$ cat src/pkg/valley_cycle_defs.vh
/*
 * Constants for the valley-switching cycle controller: time windows in
 * their own units and the clock rate from which cycle counts derive.
 * Assumes a 200 MHz system clock.
 */
`ifndef VALLEY_CYCLE_DEFS_VH
`define VALLEY_CYCLE_DEFS_VH

`define CLOCK_MHZ 200
`define MIN_PERIOD_NS 8000
`define BLANK_NS 3000
`define WATCHDOG_NS 50000
`define TIMEOUT_NS 8000
`define SOFT_START_US 5000
`define NS_PER_US 1000
// Least times round up, the watchdog (a longest time) rounds down.
`define MIN_PERIOD_CYC ((`MIN_PERIOD_NS * `CLOCK_MHZ + 999) / 1000)
`define BLANK_CYC ((`BLANK_NS * `CLOCK_MHZ + 999) / 1000)
`define WATCHDOG_CYC ((`WATCHDOG_NS * `CLOCK_MHZ) / 1000)
`define TIMEOUT_CYC ((`TIMEOUT_NS * `CLOCK_MHZ + 999) / 1000)
`define SOFT_START_CYC (`SOFT_START_US * `CLOCK_MHZ)
`define SOFT_START_WIDTH 8
`define SOFT_START_MAX 8'hFF

`endif

$ cat src/logic/sync_edge.v
/*
 * Two-flop synchroniser for one comparator input, with a falling-edge
 * pulse taken from the second and third stages.
 * Assumes the input is an asynchronous level from an analog comparator.
 */
`timescale 1ns/1ps
module sync_edge (
    input wire clock, // System clock.
    input wire rstn, // Asynchronous reset, active low.
    input wire asyncIn, // Raw comparator level.
    output reg syncOut, // Synchronised level.
    output wire fallPulse // One-cycle pulse on a falling edge.
);
    reg meta_reg;
    reg last_reg;

    always @(posedge clock or negedge rstn) begin
        if (!rstn) begin
            meta_reg <= 1'b0;
            syncOut <= 1'b0;
            last_reg <= 1'b0;
        end else begin
            meta_reg <= asyncIn;
            syncOut <= meta_reg;
            last_reg <= syncOut;
        end
    end

    assign fallPulse = last_reg & ~syncOut;
endmodule // sync_edge

$ cat src/logic/valley_switching_cycle_control.v
/*
 * Cycle control of a valley-switching flyback controller: drive flip-flop,
 * minimum-period window, no-ringing timeout, leakage blanking, on-time
 * watchdog and skip gating with soft-start restart.
 * Assumes analog comparators and the gate driver outside; one clock.
 */
// Summary of operation
// - Each gate turn-on starts an 8 us minimum-period timer.
// - Peak-current trip while driving resets the drive flip-flop low.
// - Gate high over 50 us stops pulses, enters a fault held until faultRestart.
// - A 3 us blanking window after turn-off suppresses any restart.
// - Falling demagnetization comparator edge clocks the drive flip-flop.
// - Demag edges before the minimum period ends are ignored.
// - Skip reset latches restarts; a latched one drives high at release.
// - Skip comparator high holds the drive flip-flop reset.
// - Pulsing resumes when the skip comparator releases above hysteresis.
// - Each skip release retriggers the soft-start ramp.
// - No-ringing timeout clears on every crossing and turn-on, counts otherwise.
// - After 8 us without crossings the timeout grants restart.
// - Timeout grant holds until period, blanking, skip reset and fault allow restart.
// - Soft-start ramps the peak setpoint from minimum to maximum in 5 ms.
`timescale 1ns/1ps
`include "valley_cycle_defs.vh"
module valley_switching_cycle_control #(
    parameter MIN_PERIOD_CYCLES = `MIN_PERIOD_CYC,
    parameter BLANK_CYCLES = `BLANK_CYC,
    parameter WATCHDOG_CYCLES = `WATCHDOG_CYC,
    parameter TIMEOUT_CYCLES = `TIMEOUT_CYC,
    parameter SOFT_START_CYCLES = `SOFT_START_CYC,
    parameter SS_WIDTH = `SOFT_START_WIDTH
) (
    input wire clock, // 200 MHz system clock.
    input wire rstn, // Asynchronous reset, active low.
    input wire demagComp, // High while auxiliary winding above threshold.
    input wire peakTrip, // High when sense current reaches setpoint.
    input wire skipComp, // High while feedback at or below skip level.
    input wire faultRestart, // External restart that clears the fault.
    output reg gate_drive_out, // Gate drive to the power switch.
    output reg faultActive, // Watchdog fault state.
    output reg softStartBusy, // Soft-start ramp in progress.
    output reg [SS_WIDTH-1:0] peakSetpoint // Soft-start peak limit.
);
    localparam CW = 24;
    // Terminal counts are worked out at 32 bits and cut to the counter
    // width on purpose; every documented window fits well inside 24 bits.
    localparam [31:0] MIN_LAST_W = MIN_PERIOD_CYCLES - 1;
    localparam [31:0] BLANK_LAST_W = BLANK_CYCLES - 1;
    localparam [31:0] WD_LAST_W = WATCHDOG_CYCLES - 1;
    localparam [31:0] TO_LAST_W = TIMEOUT_CYCLES - 1;
    // Any remainder of the ramp length over the code count is dropped, so
    // the ramp may end a few cycles before its nominal length.
    localparam [31:0] STEP_CYC_W = SOFT_START_CYCLES / ((1 << SS_WIDTH) - 1);
    localparam [31:0] STEP_LAST_W = STEP_CYC_W - 1;
    localparam [CW-1:0] MIN_LAST = MIN_LAST_W[CW-1:0];
    localparam [CW-1:0] BLANK_LAST = BLANK_LAST_W[CW-1:0];
    localparam [CW-1:0] WD_LAST = WD_LAST_W[CW-1:0];
    localparam [CW-1:0] TO_LAST = TO_LAST_W[CW-1:0];
    localparam [CW-1:0] STEP_LAST = STEP_LAST_W[CW-1:0];
    localparam [SS_WIDTH-1:0] SS_MAX = {SS_WIDTH{1'b1}};

    wire demagSync;
    wire demagFall;
    wire peakSync;
    wire skipSync;
    wire skipRelease;

    sync_edge demagSyncer (
        .clock(clock),
        .rstn(rstn),
        .asyncIn(demagComp),
        .syncOut(demagSync),
        .fallPulse(demagFall)
    );
    sync_edge peakSyncer (
        .clock(clock),
        .rstn(rstn),
        .asyncIn(peakTrip),
        .syncOut(peakSync),
        .fallPulse()
    );
    sync_edge skipSyncer (
        .clock(clock),
        .rstn(rstn),
        .asyncIn(skipComp),
        .syncOut(skipSync),
        .fallPulse(skipRelease)
    );

    // All window counters share one width; CW must hold the longest window.
    reg [CW-1:0] periodCnt_reg;
    reg periodDone_reg;
    reg [CW-1:0] blankCnt_reg;
    reg blankDone_reg;
    reg [CW-1:0] onCnt_reg;
    reg [CW-1:0] toCnt_reg;
    reg timeoutGrant_reg;
    reg pending_reg;
    reg [CW-1:0] stepCnt_reg;

    // Restart permission: a valley edge or the timeout grant, latched so a
    // grant that arrives during skip still fires once skip releases.
    wire restartEvent = demagFall | timeoutGrant_reg;
    wire allowed = periodDone_reg & blankDone_reg & ~skipSync
        & ~faultActive;
    wire turnOn = ~gate_drive_out & allowed
        & (restartEvent | pending_reg);
    wire wdTrip = gate_drive_out & (onCnt_reg == WD_LAST);

    always @(posedge clock or negedge rstn) begin
        if (!rstn) begin
            gate_drive_out <= 1'b0;
            faultActive <= 1'b0;
            periodCnt_reg <= {CW{1'b0}};
            periodDone_reg <= 1'b1;
            blankCnt_reg <= {CW{1'b0}};
            blankDone_reg <= 1'b1;
            onCnt_reg <= {CW{1'b0}};
            toCnt_reg <= {CW{1'b0}};
            timeoutGrant_reg <= 1'b0;
            pending_reg <= 1'b0;
        end else begin
            // Drive flip-flop. The watchdog outranks every other input so a
            // stuck switch is cut in the cycle it expires, whatever the
            // comparators report.
            if (wdTrip) begin
                gate_drive_out <= 1'b0;
            end else if (gate_drive_out & (peakSync | skipSync)) begin
                gate_drive_out <= 1'b0;
            end else if (turnOn) begin
                gate_drive_out <= 1'b1;
            end

            // A watchdog expiry in the same cycle as a restart request
            // leaves the fault standing.
            if (wdTrip) begin
                faultActive <= 1'b1;
            end else if (faultRestart) begin
                faultActive <= 1'b0;
            end

            // Minimum period measured turn-on to turn-on. The window ends
            // one cycle after the terminal count, so the gap comes out one
            // cycle longer than the minimum, never shorter.
            if (turnOn) begin
                periodCnt_reg <= {CW{1'b0}};
                periodDone_reg <= 1'b0;
            end else if (!periodDone_reg) begin
                periodCnt_reg <= periodCnt_reg + 1'b1;
                if (periodCnt_reg == MIN_LAST) begin
                    periodDone_reg <= 1'b1;
                end
            end

            // Leakage blanking after every turn-off. Restart is refused
            // until the cycle after the terminal count.
            if (gate_drive_out & (wdTrip | peakSync | skipSync)) begin
                blankCnt_reg <= {CW{1'b0}};
                blankDone_reg <= 1'b0;
            end else if (!blankDone_reg) begin
                blankCnt_reg <= blankCnt_reg + 1'b1;
                if (blankCnt_reg == BLANK_LAST) begin
                    blankDone_reg <= 1'b1;
                end
            end

            // On-time watchdog. The count restarts whenever the gate is low,
            // so it measures one continuous on-time and not a total.
            if (gate_drive_out) begin
                onCnt_reg <= onCnt_reg + 1'b1;
            end else begin
                onCnt_reg <= {CW{1'b0}};
            end

            // No-ringing timeout: cleared by every crossing. A turn-on also
            // clears it, so one stretch of silence grants only one restart.
            if (demagFall | turnOn) begin
                toCnt_reg <= {CW{1'b0}};
                timeoutGrant_reg <= 1'b0;
            end else if (!timeoutGrant_reg) begin
                toCnt_reg <= toCnt_reg + 1'b1;
                if (toCnt_reg == TO_LAST) begin
                    timeoutGrant_reg <= 1'b1;
                end
            end

            // An edge refused only for skip is remembered; period or
            // blanking refusals are dropped so the next valley is used.
            if (turnOn | ~skipSync) begin
                pending_reg <= 1'b0;
            end else if (restartEvent & periodDone_reg & blankDone_reg) begin
                pending_reg <= 1'b1;
            end
        end
    end

    // Soft-start ramp, retriggered at reset release and on skip release.
    // Skip release outranks the ramp end, so every restart begins at the
    // floor even when the previous ramp finishes in the same cycle.
    always @(posedge clock or negedge rstn) begin
        if (!rstn) begin
            peakSetpoint <= {SS_WIDTH{1'b0}};
            softStartBusy <= 1'b1;
            stepCnt_reg <= {CW{1'b0}};
        end else if (skipRelease) begin
            peakSetpoint <= {SS_WIDTH{1'b0}};
            softStartBusy <= 1'b1;
            stepCnt_reg <= {CW{1'b0}};
        end else if (softStartBusy) begin
            if (stepCnt_reg == STEP_LAST) begin
                stepCnt_reg <= {CW{1'b0}};
                peakSetpoint <= peakSetpoint + 1'b1;
                if (peakSetpoint == SS_MAX - 1'b1) begin
                    softStartBusy <= 1'b0;
                end
            end else begin
                stepCnt_reg <= stepCnt_reg + 1'b1;
            end
        end
    end
endmodule // valley_switching_cycle_control

$ cat config.mk
export PLATFORM = sky130hd
export DESIGN_NAME = valley_switching_cycle_control
export DESIGN_NICKNAME = d
export VERILOG_FILES = /design/src/logic/sync_edge.v /design/src/logic/valley_switching_cycle_control.v
export VERILOG_INCLUDE_DIRS = /design/src /design/src/pkg
export SDC_FILE = /design/constraint.sdc
export NUM_CORES = 1
export LEC_CHECK = 0
export BUFFER_PORTS_ARGS = -buffer_cell sky130_fd_sc_hd__buf_2
export CAP_MARGIN = 20
export CORE_MARGIN = 2
export CORE_UTILIZATION = 40
export CTS_CLUSTER_SIZE = 40
export DETAILED_ROUTE_END_ITERATION = 8
export PLACE_DENSITY_LB_ADDON = 0.2
export SLEW_MARGIN = 20
export SYNTH_ARGS = -nofsm -noshare
export SYNTH_HDL_FRONTEND = slang
export SYNTH_SLANG_ARGS = --single-unit
$ cat constraint.sdc
create_clock -name clock -period 2.5 [get_ports clock]
set_input_delay 0.25 -clock clock [delete_from_list [all_inputs] [get_ports clock]]
set_output_delay 0.25 -clock clock [all_outputs]
set_load 0.005 [all_outputs]
==> impl_metrics.json <==
{
  "outcome": "finished, final reports clean",
  "syn_inst": 743,
  "multi_input_area_sq_um": 3398,
  "grt_pass1_wl_mm": 24.25,
  "clockBufferDepth": 2,
  "detailed_place_hpwl_mm": 9.452,
  "die_y_microns": 137.9,
  "drt.antenna.violating_nets": 0,
  "dr.pass1.iters": 4,
  "syn-num-nets": 757,
  "rows": 48,
  "core-area_sq_um": 17420,
  "cts_resized": 0,
  "tns_ns": 0,
  "cts_buffers": 17,
  "yosysUniqueCellTypes": 47,
  "r2r_slack_ns": 0.45,
  "port_buffers": 16,
  "clock_latency_ns": 0.42,
  "slowest_stage": "or4_1",
  "syn-cell-area_sq_um": 7172,
  "rsz0062_at_grt": "false",
  "critPathMaxFanout": 9,
  "grt_pass1_vias": 5138,
  "regArea_sq_um": 3582,
  "clock_skew_ns": 0.01145,
  "finalSetupViolCount": 0,
  "diodes": 0,
  "grt.overflow.total": 0,
  "routed_wl_mm": 14.16,
  "worst_pin_slew_ns": 0.7893,
  "finalCriticalPeriod_ns": 2.045,
  "grt_antenna_before_repair": 0,
  "syn_avg_cell_area_sq_um": 9.653,
  "gp_congestion": 0.8425,
  "p_per_area_nw_per_um2": 648.4,
  "hold_path.class": "input port to flip-flop",
  "maxCapViolCount": 0,
  "drt_first_iter_violations": 242,
  "start_kind": "flip-flop",
  "hold_viol": 0,
  "area_growth_pct": 13.99,
  "drive_gt1_frac": 0.09231,
  "io_pins": 17,
  "yosys_warnings": 0,
  "reg2reg_depth": 5,
  "htreeDepth": 4,
  "drc": 0,
  "crit_path_cell_trace": "nand4_2 > or4_1 > nor4_4 > xnor2_1 > nor2_2",
  "slew_violations": 0,
  "post-route-period-util": 0.8181,
  "die_w_microns": 137.9,
  "ys.flop_type": "dfrtp_1",
  "hold_slack_ns": 0.01720,
  "ys_seq_area_frac": 0.4995,
  "cts_tree": "yes",
  "ys_ff_latch": 143,
  "crit_arrival_ns": 2.35,
  "final_nets": 782,
  "hold_path_startpoint": "faultRestart",
  "cts.sinks": 143,
  "grt_max_degree": 66,
  "leakagePower_nw": 3.476,
  "end_kind": "flip-flop",
  "fmax_ghz": 0.4889,
  "crit_type": "flip-flop to flip-flop",
  "r2r_start": "periodCnt_reg[8]",
  "peakVddDrop_mv": 0.5766,
  "synth-async-reset-ratio": 1.000,
  "cp.required_ns": 2.80,
  "min_path_cells": 2,
  "clockRootBuffer": "clkbuf_16",
  "routedWlPerCell_microns": 14.09,
  "grt_use_total": 0.1606,
  "nFillCells": 1666,
  "rr_endpoint": "periodCnt_reg[20]",
  "die_area_sq_um": 19020,
  "clk_pin_slew_ns": 0.06,
  "maxSlewHeadroom": 0.4703,
  "cpPeakStageDelay_ns": 0.77,
  "synth_edf_count": 0,
  "vias_per_cell": 5.274,
  "via_count": 5300,
  "holdPathEnd": "faultActive",
  "start_util": 0.4118
}
-- placed cells by master (no fill, tap or decap), types with 4 or more instances in the layout --
master         synthesis  routed
inv_1                 22      22
buf_4                  0      10
nor4b_1                7       7
xnor2_1               77      77
nor2b_1                9       9
or2_2                  5       5
dlygate4sd3_1          0       4
mux2i_1                5       5
clkbuf_16              0      17
ha_1                   8       8
and4_1                14      14
nand2_1               53      53
buf_2                  5      15
nor3b_1                4       4
a21oi_1                9       9
or4_1                  4       4
and2_1                21      21
nand3_1               46      46
nor3_1                35      35
nand4_1               25      25
nor2_1               125     125
and3_1                11      11
xor2_1                34      34
nor4_1                25      25
o21ai_0                6       6
dfrtp_1              140     140
-- cell families (layout without fill, tap and decap cells) --
| family | after synthesis | count (layout) | synth area share |
|---|---|---|---|
| AO/OA/AOI/OAI | 23 | 23 | 0.01954 |
| XOR/XNOR | 111 | 111 | 0.1356 |
| adder cells (fa/ha/maj) | 8 | 8 | 0.01396 |
| buffers and inverters | 47 | 84 | 0.02669 |
| flip-flops | 143 | 143 | 0.4995 |
| multiplexers | 5 | 5 | 0.006979 |
| AND/OR/NAND/NOR | 406 | 406 | 0.2978 |
-- what timing repair did --
item,in CTS,in global routing
hold buffers,4,0
buffers inserted,0,0
hold endpoints to repair,58,0
-- metal layers --
layer | vias up | share of wire | GRT usage
met1 | 2620 | 0.48 | 0.2089
li1 | 2600 | - | -
met2 | 67 | 0.48 | 0.2665
met5 | - | 0 | 0
met4 | 0 | 0.014 | 0.05159
met3 | 13 | 0.025 | 0.03655
-- report_power, final --
group | total, mW | internal (mW) | switching, mW
sequential | 2.44 | 2.37 | 0.0690
clock | 2.60 | 1.65 | 0.950
combinational | 0.263 | 0.0967 | 0.166
-- critical path, delay by kind of cell (launching register included) --
kind                      cells  cell delay (ns)
xor gates and xnor gates      1             0.16
and+or+nand+nor               4             1.32
DFF                           1             0.44
-- worst max path at each step --
stage / slack (ns) / startpoint / to
3_5_place_dp: 0.45 / periodCnt_reg[8] / periodCnt_reg[23]
3_3_place_gp: 0.52 / periodCnt_reg[8] / periodCnt_reg[23]
2_1_floorplan: 0.47 / periodDone_reg / toCnt_reg[10]
4_1_cts: 0.45 / periodCnt_reg[8] / periodCnt_reg[23]
5_1_grt: 0.32 / stepCnt_reg[0] / stepCnt_reg[12]
6_report: 0.45 / periodCnt_reg[8] / periodCnt_reg[20]
-- synthesized netlist by cell type, types with 7 or more instances --
library cell,n,share of area
ha_1,8,0.014
nor3_1,35,0.024
clkbuf_1,18,0.0094
nand4_1,25,0.022
and3_1,11,0.0096
and4_1,14,0.017
nor2_1,125,0.065
nor2b_1,9,0.0079
a21oi_1,9,0.0063
nor4b_1,7,0.0085
nand3_1,46,0.032
and2_1,21,0.018
xnor2_1,77,0.094
nor4_1,25,0.022
inv_1,22,0.012
dfrtp_1,140,0.49
nand2_1,53,0.028
xor2_1,34,0.042
-- per-stage QoR --
stage	setup slack (ns)	total power, mW	cell area [sq um]	std cells	util
global route	0.3163	5.512	8175	1005	0.4694
global placement	0.5159	2.733	7526	970	0.4321
finish	0.4547	5.301	8175	1005	0.4694
detailed placement	0.4477	2.743	7526	970	0.4321
floorplan	0.4687	2.627	7172	743	-
CTS	0.4507	5.362	8175	1005	0.4694
-- layout make-up --
class,count,area share
clock inverters,8,0.01607
inverters,22,0.01010
clock buffers,23,0.05846
repair buffers,31,0.02709
flip-flops and latches,143,0.4382
well taps,225,0.03444
multi-input cells,553,0.4157
No activity file was read; power rests on OpenSTA's default activity.
